===== src/include/input_port_map.svh =====
`ifndef INPUT_PORT_MAP_SVH
`define INPUT_PORT_MAP_SVH

// bus clock rate, in MHz
`define IPM_CLK_MHZ 40

// input delay figures, in microseconds
`define IPM_DLY_0P1_US 100
`define IPM_DLY_0P5_US 500
`define IPM_DLY_3_US 3000
`define IPM_DLY_15_US 15000

// delay figures as clock cycles (exact at 40 MHz, so rounding is moot)
`define IPM_DLY_0P1_CYC (`IPM_DLY_0P1_US * `IPM_CLK_MHZ)
`define IPM_DLY_0P5_CYC (`IPM_DLY_0P5_US * `IPM_CLK_MHZ)
`define IPM_DLY_3_CYC (`IPM_DLY_3_US * `IPM_CLK_MHZ)
`define IPM_DLY_15_CYC (`IPM_DLY_15_US * `IPM_CLK_MHZ)

// width of a delay counter; must hold the 15 ms count
`define IPM_CNT_W 20

// lines rated for 100 kHz; the others are rated for 1 kHz
`define IPM_FAST_LINES 16'h8EDB

// process image byte indexes; byte address is four times the index
`define IPM_IDX_IMAGE_LOW 136
`define IPM_IDX_IMAGE_HIGH 137
`define IPM_ADDR_IMAGE_LOW (4 * `IPM_IDX_IMAGE_LOW)
`define IPM_ADDR_IMAGE_HIGH (4 * `IPM_IDX_IMAGE_HIGH)

// control and status word addresses
`define IPM_ADDR_RISE_EN 12'h000
`define IPM_ADDR_FALL_EN 12'h004
`define IPM_ADDR_DELAY_SEL 12'h008
`define IPM_ADDR_IRQ_STATUS 12'h00C
`define IPM_ADDR_IRQ_MASK 12'h010

// status and mask layout: one edge bit per line, then the lost-edge bit
`define IPM_STAT_W 17
`define IPM_STAT_LOST_BIT 16

// reset values
`define IPM_RST_RISE_EN 16'h0000
`define IPM_RST_FALL_EN 16'h0000
`define IPM_RST_DELAY_SEL 8'h00
`define IPM_RST_MASK 17'h00000

`endif


===== src/include/input_port_pkg.sv =====
package input_port_pkg;

    // delay choice of one group of four lines
    typedef enum logic [1:0] {
        DLY_0P1,
        DLY_0P5,
        DLY_3,
        DLY_15
    } delay_code_t;

    // state of one line filter
    typedef struct packed {
        logic sync_a;      // first synchroniser stage
        logic sync_b;      // second synchroniser stage
        logic level;       // accepted (filtered) level
        logic [19:0] cnt;  // cycles the synced level has differed
    } filter_state_t;

    // state of the port
    typedef struct packed {
        logic [15:0] rise_en;   // per-line rising edge enables
        logic [15:0] fall_en;   // per-line falling edge enables
        logic [7:0] delay_sel;  // two bits per group of four lines
        logic [16:0] status;    // sticky edge bits and lost bit
        logic [16:0] mask;      // interrupt enables, same layout
        logic [15:0] prev;      // filtered levels one cycle ago
        logic wr_pend;          // write data phase in progress
        logic [11:0] wr_addr;   // address of that write
        logic [31:0] rdata;     // read data for the data phase
        logic irq;              // interrupt line
    } port_state_t;

endpackage


===== src/logic/line_filter.sv =====
`timescale 1ns/1ps
`include "input_port_map.svh"

// one input line: synchroniser then a symmetric delay filter
module line_filter #(
    parameter int CNT_W = `IPM_CNT_W
) (
    input wire logic clock_in,
    input wire logic resetn_in,
    input wire logic enable_in,              // clock enable
    input wire logic raw_in,                 // field pin level, asynchronous
    input wire logic [CNT_W-1:0] limit_in,   // cycles a new level must hold
    output logic level_out                   // filtered level, from a flop
);

    input_port_pkg::filter_state_t st;
    input_port_pkg::filter_state_t next_st;

    // the counter restarts whenever the synced level agrees again, so
    // bounces shorter than the delay never reach the filtered level
    always_comb begin
        next_st = st;
        next_st.sync_a = raw_in;
        next_st.sync_b = st.sync_a;
        if (st.sync_b == st.level) begin
            next_st.cnt = '0;
        end else if (20'(st.cnt) + 20'h00001 >= 20'(limit_in)) begin
            next_st.level = st.sync_b;
            next_st.cnt = '0;
        end else begin
            next_st.cnt = st.cnt + 20'h00001;
        end
    end

    // state register, frozen while the clock enable is low
    always_ff @(posedge clock_in or negedge resetn_in) begin
        if (!resetn_in) begin
            st <= '0;
        end else if (enable_in) begin
            st <= next_st;
        end
    end

    assign level_out = st.level;

endmodule


===== src/logic/sixteen_line_input_port.sv =====
// Decided for this implementation: the AHB-Lite slave port.
`timescale 1ns/1ps
`include "input_port_map.svh"

// Overview of operation
// - per-line rise/fall interrupt enables, default off
// - rising is 0-1, falling is 1-0
// - diagnostic event only for lost edge interrupts
// - one delay setting per four-line group
// - delays: 0.1, 0.5, 3, 15 ms
// - slow lines use 0.5 ms instead of 0.1
// - ten lines fast at 100 kHz, six slow
// - lines as bytes at indexes 136, 137
// - counter track, gate and capture routing
// - lines 1,4,7,10 feed frequency channels
// - green indicator lit while line reads high
module sixteen_line_input_port #(
    parameter logic [15:0] FAST_LINES = `IPM_FAST_LINES,
    parameter int CNT_W = `IPM_CNT_W,
    parameter int DLY_0P5_CYC = `IPM_DLY_0P5_CYC,
    parameter int DLY_3_CYC = `IPM_DLY_3_CYC,
    parameter int DLY_15_CYC = `IPM_DLY_15_CYC
) (
    input wire logic clock_in,
    input wire logic resetn_in,
    input wire logic enable_in,
    // field side
    input wire logic [15:0] line_in,
    input wire logic input_section_supply_in,
    // ahb-lite slave
    input wire logic hsel_in,
    input wire logic [31:0] haddr_in,
    input wire logic [1:0] htrans_in,
    input wire logic hwrite_in,
    input wire logic [2:0] hsize_in,
    input wire logic [31:0] hwdata_in,
    input wire logic hready_in,
    output logic hreadyout_out,
    output logic hresp_out,
    output logic [31:0] hrdata_out,
    // interrupt and diagnostics
    output logic irq_out,
    output logic diag_event_out,
    // counter and frequency unit feeds
    output logic [3:0] count_track_a_out,
    output logic [3:0] count_track_b_out,
    output logic count_gate_out,
    output logic count_capture_out,
    output logic [3:0] freq_meas_out,
    // status indicators
    output logic [15:0] line_led_out,
    output logic supply_led_out
);

    // the shortest delay fits well below the parameter threshold
    localparam logic [CNT_W-1:0] CYC_0P1 = CNT_W'(`IPM_DLY_0P1_CYC);
    localparam logic [CNT_W-1:0] CYC_0P5 = CNT_W'(DLY_0P5_CYC);
    localparam logic [CNT_W-1:0] CYC_3 = CNT_W'(DLY_3_CYC);
    localparam logic [CNT_W-1:0] CYC_15 = CNT_W'(DLY_15_CYC);
    localparam logic [11:0] ADDR_LOW = 12'(`IPM_ADDR_IMAGE_LOW);
    localparam logic [11:0] ADDR_HIGH = 12'(`IPM_ADDR_IMAGE_HIGH);

    input_port_pkg::port_state_t st;        // all port state
    input_port_pkg::port_state_t next_st;   // its next value

    logic [CNT_W-1:0] limit [16];   // delay count per line
    logic [15:0] level;             // filtered line levels
    logic [15:0] rise_evt;          // enabled rising edges this cycle
    logic [15:0] fall_evt;          // enabled falling edges this cycle
    logic [15:0] edge_evt;          // either kind
    logic [15:0] lost_evt;          // edges hitting a still-pending bit
    logic [16:0] clr;               // write-one-to-clear bits this cycle
    logic addr_take;                // valid address phase for this slave
    logic [11:0] addr;              // word aligned offset
    logic [31:0] rd_word;           // read mux for the address phase
    logic supply_a;                 // supply sense, first stage
    logic supply_b;                 // supply sense, second stage

    // per-line delay count from the line's group code
    always_comb begin
        for (int i = 0; i < 16; i++) begin
            // lines 4g..4g+3 share one code
            unique case (input_port_pkg::delay_code_t'(st.delay_sel[2*(i/4) +: 2]))
                input_port_pkg::DLY_0P1: begin
                    // slow lines cannot follow 0.1 ms, so they get 0.5 ms
                    limit[i] = FAST_LINES[i] ? CYC_0P1 : CYC_0P5;
                end
                input_port_pkg::DLY_0P5: begin
                    limit[i] = CYC_0P5;
                end
                input_port_pkg::DLY_3: begin
                    limit[i] = CYC_3;
                end
                input_port_pkg::DLY_15: begin
                    limit[i] = CYC_15;
                end
            endcase
        end
    end

    // one filter per line
    genvar g;
    generate
        for (g = 0; g < 16; g++) begin : gen_line
            line_filter #(
                .CNT_W(CNT_W)
            ) u_filter (
                .clock_in(clock_in),
                .resetn_in(resetn_in),
                .enable_in(enable_in),
                .raw_in(line_in[g]),
                .limit_in(limit[g]),
                .level_out(level[g])
            );
        end
    endgenerate

    // edge events on the filtered level, never the raw pin
    assign rise_evt = level & ~st.prev & st.rise_en;
    assign fall_evt = ~level & st.prev & st.fall_en;
    assign edge_evt = rise_evt | fall_evt;

    // an edge whose line still holds an uncleared pending bit is lost;
    // a clear in the same cycle counts as serviced, so that is no loss
    assign lost_evt = edge_evt & st.status[15:0] & ~clr[15:0];

    // write-one-to-clear strobe from the status write data phase
    always_comb begin
        clr = '0;
        if (st.wr_pend && st.wr_addr == `IPM_ADDR_IRQ_STATUS) begin
            clr = hwdata_in[16:0];
        end
    end

    // address phase decode; only whole words are served
    assign addr_take = hsel_in && htrans_in[1] && hready_in;
    assign addr = {haddr_in[11:2], 2'b00};

    // read mux, registered into the data phase
    always_comb begin
        rd_word = 32'h00000000;
        unique case (addr)
            `IPM_ADDR_RISE_EN: begin
                rd_word = {16'h0000, st.rise_en};
            end
            `IPM_ADDR_FALL_EN: begin
                rd_word = {16'h0000, st.fall_en};
            end
            `IPM_ADDR_DELAY_SEL: begin
                rd_word = {24'h000000, st.delay_sel};
            end
            `IPM_ADDR_IRQ_STATUS: begin
                rd_word = {15'h0000, st.status};
            end
            `IPM_ADDR_IRQ_MASK: begin
                rd_word = {15'h0000, st.mask};
            end
            ADDR_LOW: begin
                // lines 0..7, line 0 in bit 0
                rd_word = {24'h000000, level[7:0]};
            end
            ADDR_HIGH: begin
                // lines 8..15, line 8 in bit 0
                rd_word = {24'h000000, level[15:8]};
            end
            default: begin
                // unmapped words read as zero
                rd_word = 32'h00000000;
            end
        endcase
    end

    // next state of the port
    always_comb begin
        next_st = st;
        next_st.prev = level;

        // write data phase: hwdata stands now
        if (st.wr_pend) begin
            unique case (st.wr_addr)
                `IPM_ADDR_RISE_EN: begin
                    next_st.rise_en = hwdata_in[15:0];
                end
                `IPM_ADDR_FALL_EN: begin
                    next_st.fall_en = hwdata_in[15:0];
                end
                `IPM_ADDR_DELAY_SEL: begin
                    next_st.delay_sel = hwdata_in[7:0];
                end
                `IPM_ADDR_IRQ_MASK: begin
                    next_st.mask = hwdata_in[16:0];
                end
                default: begin
                    // status clears go through clr; others are ignored
                    next_st.mask = st.mask;
                end
            endcase
        end

        // sticky events: a new event beats a clear in the same cycle
        next_st.status[15:0] = (st.status[15:0] & ~clr[15:0]) | edge_evt;
        // the lost bit is the only diagnostic source
        next_st.status[`IPM_STAT_LOST_BIT] =
            (st.status[`IPM_STAT_LOST_BIT] & ~clr[`IPM_STAT_LOST_BIT])
            | (|lost_evt);

        // latch the address phase of a new transfer
        next_st.wr_pend = addr_take && hwrite_in;
        if (addr_take) begin
            next_st.wr_addr = addr;
        end
        if (addr_take && !hwrite_in) begin
            next_st.rdata = rd_word;
        end

        // level interrupt from the next status so it tracks without lag
        next_st.irq = |(next_st.status & st.mask);
    end

    // state register, frozen while the clock enable is low
    always_ff @(posedge clock_in or negedge resetn_in) begin
        if (!resetn_in) begin
            st.rise_en <= `IPM_RST_RISE_EN;
            st.fall_en <= `IPM_RST_FALL_EN;
            st.delay_sel <= `IPM_RST_DELAY_SEL;
            st.status <= '0;
            st.mask <= `IPM_RST_MASK;
            st.prev <= '0;
            st.wr_pend <= 1'b0;
            st.wr_addr <= '0;
            st.rdata <= '0;
            st.irq <= 1'b0;
        end else if (enable_in) begin
            st <= next_st;
        end
    end

    // supply sense comes from a pin, so it is synchronised first
    always_ff @(posedge clock_in or negedge resetn_in) begin
        if (!resetn_in) begin
            supply_a <= 1'b0;
            supply_b <= 1'b0;
        end else if (enable_in) begin
            supply_a <= input_section_supply_in;
            supply_b <= supply_a;
        end
    end

    // zero wait state slave, always OKAY
    assign hreadyout_out = 1'b1;
    assign hresp_out = 1'b0;
    assign hrdata_out = st.rdata;
    assign irq_out = st.irq;
    // diagnostic event mirrors the sticky lost bit
    assign diag_event_out = st.status[`IPM_STAT_LOST_BIT];

    // fast lines feed the counter and frequency units, filtered
    assign count_track_a_out = {level[9], level[6], level[3], level[0]};
    assign count_track_b_out = {level[10], level[7], level[4], level[1]};
    assign count_gate_out = level[11];
    assign count_capture_out = level[15];
    assign freq_meas_out = {level[10], level[7], level[4], level[1]};

    // line indicators follow the filtered level, the supply indicator the synced supply sense
    assign line_led_out = level;
    assign supply_led_out = supply_b;

endmodule


===== config.mk =====
export PLATFORM = sky130hd
export DESIGN_NAME = sixteen_line_input_port
export DESIGN_NICKNAME = d
export VERILOG_FILES = /design/src/include/input_port_pkg.sv /design/src/logic/line_filter.sv /design/src/logic/sixteen_line_input_port.sv
export VERILOG_INCLUDE_DIRS = /design/src /design/src/include
export SDC_FILE = /design/constraint.sdc
export NUM_CORES = 1
export LEC_CHECK = 0
export BUFFER_PORTS_ARGS = -buffer_cell sky130_fd_sc_hd__buf_2
export CAP_MARGIN = 5
export CORE_MARGIN = 2
export CORE_UTILIZATION = 34
export DETAILED_ROUTE_END_ITERATION = 8
export SYNTH_ARGS = -nofsm -noshare
export SYNTH_HDL_FRONTEND = slang
export SYNTH_SLANG_ARGS = --single-unit

===== constraint.sdc =====
create_clock -name clock_in -period 3.3 [get_ports clock_in]
set_input_delay 0.66 -clock clock_in [delete_from_list [all_inputs] [get_ports clock_in]]
set_output_delay 0.66 -clock clock_in [all_outputs]
set_load 0.1 [all_outputs]

After elaboration in Yosys (flattened, before gate mapping)
Cells that the tools add are included.
{"block": "word_totals", "word_cells": 260, "in_bits": 92, "regBits": 504}
{"block": "classes", "n_lt_le_gt_ge": 16, "bitwise": 32, "n_mux": 42, "addsub": 16, "eq_ne": 38, "reduce_logical": 40}
{"cell": "20-bit 2-to-1 mux", "count": 32}
{"cell": "20-bit by 1-bit adder with 20-bit output (second input constant)", "count": 16}
{"cell": "20-bit >= comparator", "count": 16}
{"cell": "20-bit case mux with 4 select lines", "count": 4}
{"cell": "20-bit case mux with 3 select lines", "count": 4}
{"cell": "17-bit case mux with 7 select lines", "count": 1}
{"cell": "16-bit AND", "count": 7}
{"cell": "3-bit AND reduction", "count": 20}
{"cell": "16-bit NOT", "count": 3}
{"cell": "10-bit by 2-bit equality test with 1-bit output (second input constant)", "count": 4}
{"cell": "16-bit bitwise OR", "count": 2}
{"cell": "12-bit zero test", "count": 2}
{"cell": "10-bit by 1-bit equality test with 1-bit output (second input constant)", "count": 2}
{"cell": "10-bit by 3-bit equality test with 1-bit output (second input constant)", "count": 2}
{"cell": "10-bit by 8-bit equality test with 1-bit output (second input constant)", "count": 2}
{"cell": "17-bit AND", "count": 1}
{"cell": "17-bit 2-to-1 mux", "count": 1}
{"cell": "1-bit NOT", "count": 17}
{"cell": "17-bit OR reduction", "count": 1}
{"cell": "1-bit equality test", "count": 16}
{"cell": "2-bit equality test (second input constant)", "count": 8}
{"cell": "16-bit OR reduction", "count": 1}
{"cell": "2-bit by 1-bit equality test with 1-bit output (second input constant)", "count": 4}
{"cell": "2-bit zero test", "count": 4}
{"cell": "other kinds (6)", "count": 14}

Logic depth before layout (Yosys ltp)
Gate-level depths: netlist (run 1).
{"block": "depth", "ltp_word": 10, "ltp_mapped": 18}

Modules after synthesis
Synthesis (run 1) repeated with hierarchy kept, for this count alone.
{"block": "hier_totals", "cells_unflattened": 3995, "area_unflattened_um2": 36621.4}
{"mod": "line_filter", "cells_per_inst": 208, "instances": 16, "area_each_um2": 1845.5}
{"mod": "sixteen_line_input_port", "cells_per_inst": 667, "instances": 1, "area_each_um2": 7093.1}

Least setup slack after synthesis (run 1)
Ideal clock, no wire load.
{"block": "synth_timing", "kind": "register to register", "from": "reg gen_line[7].u_filter.st[0] in the netlist's numbering", "to": "reg gen_line[7].u_filter.st[17] in the netlist's numbering", "path_stages_with_launch": 15, "required_time_ps": 3210, "n_path_buf": 0, "synth_period_minus_slack_ps": 3525, "arrival_ps": 3435, "setup_slack_ps": -225, "cell_sequence": "dfrtp_1 > ha_1 > nand3_1 > nor2_1 > nand2_1 > nand2_1 > ha_1 > nor2b_1 > o21a_1 > o311a_1 > a2111oi_1 > nor4b_2 > or4_4 > or3_1 > o221ai_1"}
{"block": "synth_between", "elab_chain_len": 4}
{"item": "start, declared", "line_no": "line_filter.sv:16", "source": "input_port_pkg::filter_state_t st;"}
{"item": "start signal, assigned", "line_no": "line_filter.sv:40", "source": "st <= next_st;"}
{"item": "20-bit by 1-bit adder with 20-bit output *", "line_no": "line_filter.sv:27, line_filter.sv:31"}
{"item": "20-bit >= comparator", "line_no": "line_filter.sv:27", "source": "end else if (20'(st.cnt) + 20'h00001 >= 20'(limit_in)) begin"}
{"item": "20-bit 2-to-1 mux *", "line_no": "line_filter.sv:27"}
{"item": "20-bit 2-to-1 mux *", "line_no": "line_filter.sv:25", "source": "if (st.sync_b == st.level) begin"}
Every way passes the cells marked *; elsewhere a longest branch is shown, timed or not.
A chain may end at the register's enable or synchronous reset.

Worst setup path after layout (run 1)
{"block": "layout_timing", "from": "reg gen_line[15].u_filter.st[1] in the netlist's numbering", "to": "reg gen_line[15].u_filter.st[18] in the netlist's numbering"}
{"block": "layout_between", "elab_chain_len": 4}
{"item": "start, declared", "line_no": "line_filter.sv:16"}
{"item": "start signal, assigned", "line_no": "line_filter.sv:40"}
{"item": "20-bit by 1-bit adder with 20-bit output *", "line_no": "line_filter.sv:27, line_filter.sv:31"}
{"item": "20-bit >= comparator", "line_no": "line_filter.sv:27"}
{"item": "20-bit 2-to-1 mux *", "line_no": "line_filter.sv:27"}
{"item": "20-bit 2-to-1 mux *", "line_no": "line_filter.sv:25"}
Marked as above.

==> impl_results.md, run 1 <==
- Status: complete, but fails checks
- Violated checks: negative setup slack
- CP most frequent cell: ha_2
- Prevailing post-synth register cell: dfrtp_1
- Pwr Total: 17.7 mW
- Clk Latency, worst-skew pair: 0.64 ns
- Row cnt: 112
- Leak: 19.4 nW
- GRT Max-Usage Layer: met2
- DRT iter0 DRCs: 1999
- M2 GR Usage: 29.4%
- Critical Setup Path Class: flip-flop to flip-flop
- Final WL: 92.0 mm
- Crit path time final: 3.45 ns
- Critical path peak fanout: 10
- Die Area: 96800 sq um
- Height of the die: 311 microns
- Core area: 93500 sq um
- Top Ports: 159
- Clk_skew: 0.0213 ns
- DRT Pass-1 Iters: 6
- Pre-CTS setup slack: -0.207 ns
- Sw Ratio: 32.3%
- Worst Setup Start Kind: flip-flop
- Largest stage delay, worst path: 0.41 ns
- Initial antenna violation count: 4
- Fin util: 45.3%
- Inst Count DP: 5081
- Nets: 4333
- Root Driver: clkbuf_16
- Initial Util: 34.3%
- Die W: 311 microns
- Worst rel slew slack: 37.5%
- Register area share after synthesis: 38.1%
- Register share of total power: 38.8%
- Largest net degree at the start of global routing: 109
- Worst-path cell chain: ha_2, nand4_1, or3_4, nor2_4, xor2_2, ha_2, and4_1, a221o_1, a221oi_2, o2111ai_1, or2_1, buf_4, o31ai_1
- Fmax: 290 MHz
- Comb pwr share: 24.2%
- Most common cell after layout, fill and taps aside: buf_4
- Clk sinks: 489
- Clock Tree Buf Depth: 3
- Cell Pwr Density: 418 nW/um^2
- Synthesis-to-finish area growth: 32.1%
- CP arrival: 3.98 ns
- Slew Limit Fails: 0
- Final GP Congestion: 0.865
- Max cap viols: 0
- DR WL/cell: 17.3 microns
- Worst slew pin tran: 0.936 ns
- RSZ-0062 raised after global routing: true
- Synthesis-stage register bit count: 489
- CTS tree: yes
- Antenna-violating nets left: 0
- VDD IR-drop max: 0.000426 V
- Distinct cells, synth: 94
- M1 GR Usage: 24.8%
- Via count of the first global-routing pass: 27300
- Vias: 28600
- Warnings from Yosys: 0
- PortBufs: 100
- Area after DPL: 37300 sq um
- CP endpoint kind: flip-flop
- Ys async rst share: 100%
- Worst-path clk slew: 0.06 ns
- HPWL after DPL: 62.4 mm
- Class of the worst hold path: primary input to flip-flop
- GR Util All Layers: 17.9%
- Final Setup Violations: 27
- EDFF count, synth: 0
- DRC: 0
- Share of layout cells above drive strength 1: 32.7%
- Net Sw Power: 5.71 mW
- Clock power frac: 37.0%
- H-tree depth: 2
- Mean post-synth cell area: 9.41 sq um
- Syn Inst Count: 3411
- Setup TNS: -1.50 ns
- Met3 Resource Use GR: 2.05%
- Worst path required time: 3.83 ns
- Hold_ws: 0.258 ns
- Critical-path top delay cell: dfrtp_1
- Hold Fails Final Rpt: 0
- Mapped Area: 32100 sq um
- Cell Int Power: 12.0 mW
- TritonCTS buffer count: 55
- Final Worst Setup Slack: -0.150 ns
- First-pass GRT wire length: 145 mm
- Post-Layout Cell Count: 5308
- Via density: 5.39
- Post-route cell area: 42400 sq um
- Most frequent cells in the layout: buf_4 (554), dfrtp_1 (471), nand2_1 (387), ha_1 (216), nand3_1 (165)
- Total grt overflow: 0
- Final period util: 105%
-- critical path, delay by kind of cell (launching register included) --
family,cells,cell delay [ns]
adder cells (fa/ha/maj),2,0.50
XOR/XNOR,1,0.19
flip-flops,1,0.41
AO/OA/AOI/OAI,4,0.96
buffers and inverters,1,0.21
AND/OR/NAND/NOR,5,1.07
-- layer usage --
metal | part of all wire, % | up-vias
met5 | 0.013 | -
met4 | 2.3 | 2
met3 | 4.0 | 133
met2 | 48 | 517
met1 | 46 | 14200
li1 | - | 13800
-- power by group through the flow --
stage,clock (mW),combinational [mW],sequential (mW)
6_report,6.55,4.28,6.88
5_1_grt,6.93,4.62,6.94
4_1_cts,6.70,3.68,6.85
3_5_place_dp,0,3.60,6.95
3_3_place_gp,0,3.56,6.93
2_1_floorplan,0,2.24,6.90
-- cells by family (layout without fill, tap and decap cells) --
kind of cell,after synthesis,in the layout,share of synthesized area (%)
other,2,19,0.0234
AO/OA/AOI/OAI,814,814,18.2
buffers and inverters,292,917,4.25
flip-flops,489,489,38.1
XOR/XNOR,222,222,6.06
adder cells (fa/ha/maj),234,234,9.13
AND/OR/NAND/NOR,1208,1209,19.0
multiplexers,150,150,5.17
-- layout make-up --
cell class	count	area [sq um]
diodes	2	5.00
clock buffers	79	1640
clock inverters	23	258
flip-flops and latches	489	12300
multi-input cells	2646	20700
repair buffers	720	5600
fillers	8871	51100
inverters	95	368
well taps	1254	1570
-- sequential cells by signal (all words and copies together), names as in the netlist --
register / count
diag_event_out: 1
gen_line.u_filter.level_out: 16
gen_line.u_filter.next_st: 16
gen_line.u_filter.st: 336
hrdata_out: 17
irq_out: 1
st: 100
supply_a: 1
supply_led_out: 1
-- repair_timing --
item / 4_1_cts / 5_1_grt
hold endpoints to repair: 25 / 0
gates resized for setup: 59 / 472
cloned: 0 / 7
hold buffers: 1 / 0
pin swaps: 35 / 192
setup buffers: 28 / 92
setup endpoints to repair: 140 / 294
-- Yosys cell counts, drive strengths merged (19+ instances only) --
library cell / n / area, sq um
dfrtp: 489 / 12200
a21oi: 68 / 340
o2bb2ai: 135 / 1180
a31oi: 23 / 144
nand3: 198 / 1010
buf: 92 / 611
nor3: 60 / 320
nor4: 30 / 279
nand4: 76 / 503
nand2b: 42 / 263
o31ai: 44 / 330
a211o: 19 / 166
inv: 95 / 357
clkbuf: 105 / 397
a21o: 43 / 323
and3: 66 / 413
nand2: 416 / 1580
xor2: 75 / 657
xnor2: 147 / 1290
and2: 26 / 163
a22o: 44 / 385
o21ai: 228 / 1140
and4: 24 / 213
nor2: 162 / 613
ha: 234 / 2930
or3: 27 / 169
mux2: 125 / 1410
mux2i: 25 / 250
nor2b: 36 / 225
-- path summary, 6_finish.rpt --
path | startpoint | to | slack [ns] | cells after the start
setup / recovery | gen_line[15].u_filter.st[1]$_DFFE_PN0P_ | gen_line[15].u_filter.st[18]$_DFFE_PN0P_ | -0.15 | 13
hold reg to reg | hrdata_out[10]$_DFFE_PN0P_ | hrdata_out[10]$_DFFE_PN0P_ | 0.49 | 2
hold / removal | line_in[6] | gen_line[6].u_filter.next_st[21]$_DFFE_PN0P_ | 0.26 | 2
min in group asynchronous | resetn_in | gen_line[1].u_filter.st[15]$_DFFE_PN0P_ | 0.50 | 2
max in group asynchronous | resetn_in | gen_line[3].u_filter.st[0]$_DFFE_PN0P_ | 1.86 | 3
setup reg to reg | gen_line[15].u_filter.st[1]$_DFFE_PN0P_ | gen_line[15].u_filter.st[18]$_DFFE_PN0P_ | -0.15 | 13
No activity file was read; power rests on OpenSTA's default activity.
==> inputs of run 2 (changes only) <==
Settings changed: SETUP_SLACK_MARGIN set to 0.5.
==> impl_results.md, run 2 (synthesis gave the netlist of run 1 again) <==
- CTS tree: yes
- Largest stage delay, worst path: 0.44 ns
- Initial Util: 34.3%
- Setup TNS: -1.27 ns
- Largest register FFs: 336
- Final GP Congestion: 0.849
- Clk_skew: 0.0634 ns
- Reg2reg start: gen_line[15].u_filter.st[5]$_DFFE_PN0P_
- Via count of the first global-routing pass: 28300
- Crit path to: gen_line[15].u_filter.st[5]$_DFFE_PN0P_
- Vias: 29100
- Cell Pwr Density: 411 nW/um^2
- Final WL: 97.2 mm
- Clk Latency, worst-skew pair: 0.68 ns
- Final period util: 107%
- Reg with most FFs: gen_line.u_filter.st
- Height of the die: 311 microns
- Worst reg2reg path depth: 14
- Leak: 20.7 nW
- RSZ-0062 raised after global routing: true
- Worst setup startpoint: gen_line[15].u_filter.st[5]$_DFFE_PN0P_
- Worst r2r dst: gen_line[15].u_filter.st[5]$_DFFE_PN0P_
- Worst-path clk slew: 0.06 ns
- DR WL/cell: 18.0 microns
- Most frequent cells in the layout: buf_4 (545), dfrtp_1 (441), nand2_1 (361), ha_1 (194), nand3_1 (120)
- Pre-CTS setup slack: -0.230 ns
- CP arrival: 4.10 ns
- Final Worst Setup Slack: -0.234 ns
- DRT iter0 DRCs: 1556
- Root Driver: clkbuf_16
- Slew Limit Fails: 0
- Core area: 93500 sq um
- Hold_ws: 0.211 ns
- Top Ports: 159
- Top Family by Delay on Critical Path: simple AND/OR/NAND/NOR gates
- Final Setup Violations: 16
- Inst Count DP: 4991
- HPWL after DPL: 63.0 mm
- Synthesis-to-finish area growth: 45.5%
- Via density: 5.39
- Violated checks: negative setup slack
- H-tree depth: 2
- Nets: 4413
- Critical-path top delay cell: dfrtp_1
- DRT Pass-1 Iters: 7
- Post-Layout Cell Count: 5392
- Worst Setup Start Kind: flip-flop
- Share of layout cells above drive strength 1: 43.7%
- VDD IR-drop max: 0.000470 V
- Total grt overflow: 0
- Crit. path cell count: 14
- Critical path peak fanout: 4
- Fmax: 283 MHz
- PortBufs: 100
- Crit path buf inv count: 0
- R2r setup slk: -0.23 ns
- First-pass GRT wire length: 152 mm
- Antenna-violating nets left: 0
- Most common cell after layout, fill and taps aside: buf_4
- Largest net degree at the start of global routing: 119
- Status: complete, but fails checks
- Worst slew pin tran: 0.974 ns
- Worst-path cell chain: and2_1, nand2_2, nor2_4, nand3_1, xnor2_2, ha_1, a21o_1, a21o_1, a221o_1, a221oi_4, o2111ai_2, or2_4, or4_1, nand2_1
- Worst path required time: 3.86 ns
- Initial antenna violation count: 6
- Clk sinks: 489
- Max cap viols: 0
- GR Util All Layers: 18.8%
- Die W: 311 microns
- Critical Setup Path Class: flip-flop to flip-flop
- Worst rel slew slack: 34.8%
- Hold Fails Final Rpt: 0
- CP endpoint kind: flip-flop
- Clock Tree Buf Depth: 3
- TritonCTS buffer count: 57
- Crit path time final: 3.53 ns
- CP most frequent cell: a21o_1
- Die Area: 96800 sq um
- Row cnt: 112
- DRC: 0
- Class of the worst hold path: primary input to flip-flop
==> run 2: worst min-delay path by stage <==
stage | start | slack, ns | endpoint | cells past startpoint
floorplan | resetn_in | 0.36 | diag_event_out$_DFFE_PN0P_ | 0
global placement | hrdata_out[13]$_DFFE_PN0P_ | 0.46 | hrdata_out[13]$_DFFE_PN0P_ | 2
detailed placement | hrdata_out[15]$_DFFE_PN0P_ | 0.47 | hrdata_out[15]$_DFFE_PN0P_ | 2
CTS | line_in[2] | 0.17 | gen_line[2].u_filter.next_st[21]$_DFFE_PN0P_ | 2
global route | haddr_in[8] | 0.21 | st[41]$_DFFE_PN0P_ | 2
finish | line_in[2] | 0.21 | gen_line[2].u_filter.next_st[21]$_DFFE_PN0P_ | 2
==> run 2: power by group <==
part | internal [mW] | switching, mW | total, mW | leakage, nW
registers | 6.42 | 0.560 | 6.98 | 6.55
clock network | 4.35 | 2.85 | 7.20 | 1.04
logic | 2.14 | 2.85 | 4.99 | 13.2
total | 12.9 | 6.26 | 19.2 | 20.7
==> run 2: per-stage QoR <==
stage          total power, mW  utilization (%)  area, sq um
6_report                  19.2             49.9        46700
3_3_place_gp              10.6             40.4        37800
5_1_grt                   19.9             49.9        46700
2_1_floorplan             9.45                -        33700
4_1_cts                   18.6             45.9        42900
3_5_place_dp              10.7             40.4        37800
==> run 2: routing by layer <==
layer	GRT usage (%)	share of wire [%]	vias to the layer above
li1	-	-	14000
met1	24.6	44	14400
met3	2.73	3.9	172
met4	6.21	2.9	6
met2	31.8	49	514
met5	0	0.032	-
==> run 2: repair_timing <==
action | CTS | global route
resized for setup | 387 | 560
pin swaps | 236 | 287
hold buffers | 1 | 0
endpoints found under the hold margin | 20 | 0
endpoints found under the setup margin | 337 | 337
cloned | 7 | 1
buffers inserted | 150 | 132
==> run 2: area by class of cell <==
cell class / instances / area, sq um
well taps: 1254 / 1570
multi-input cells: 2651 / 23700
repair buffers: 793 / 6540
flip-flops and latches: 489 / 12300
fillers: 8279 / 46800
inverters: 95 / 372
diodes: 4 / 10.0
clock buffers: 78 / 1640
clock inverters: 28 / 508
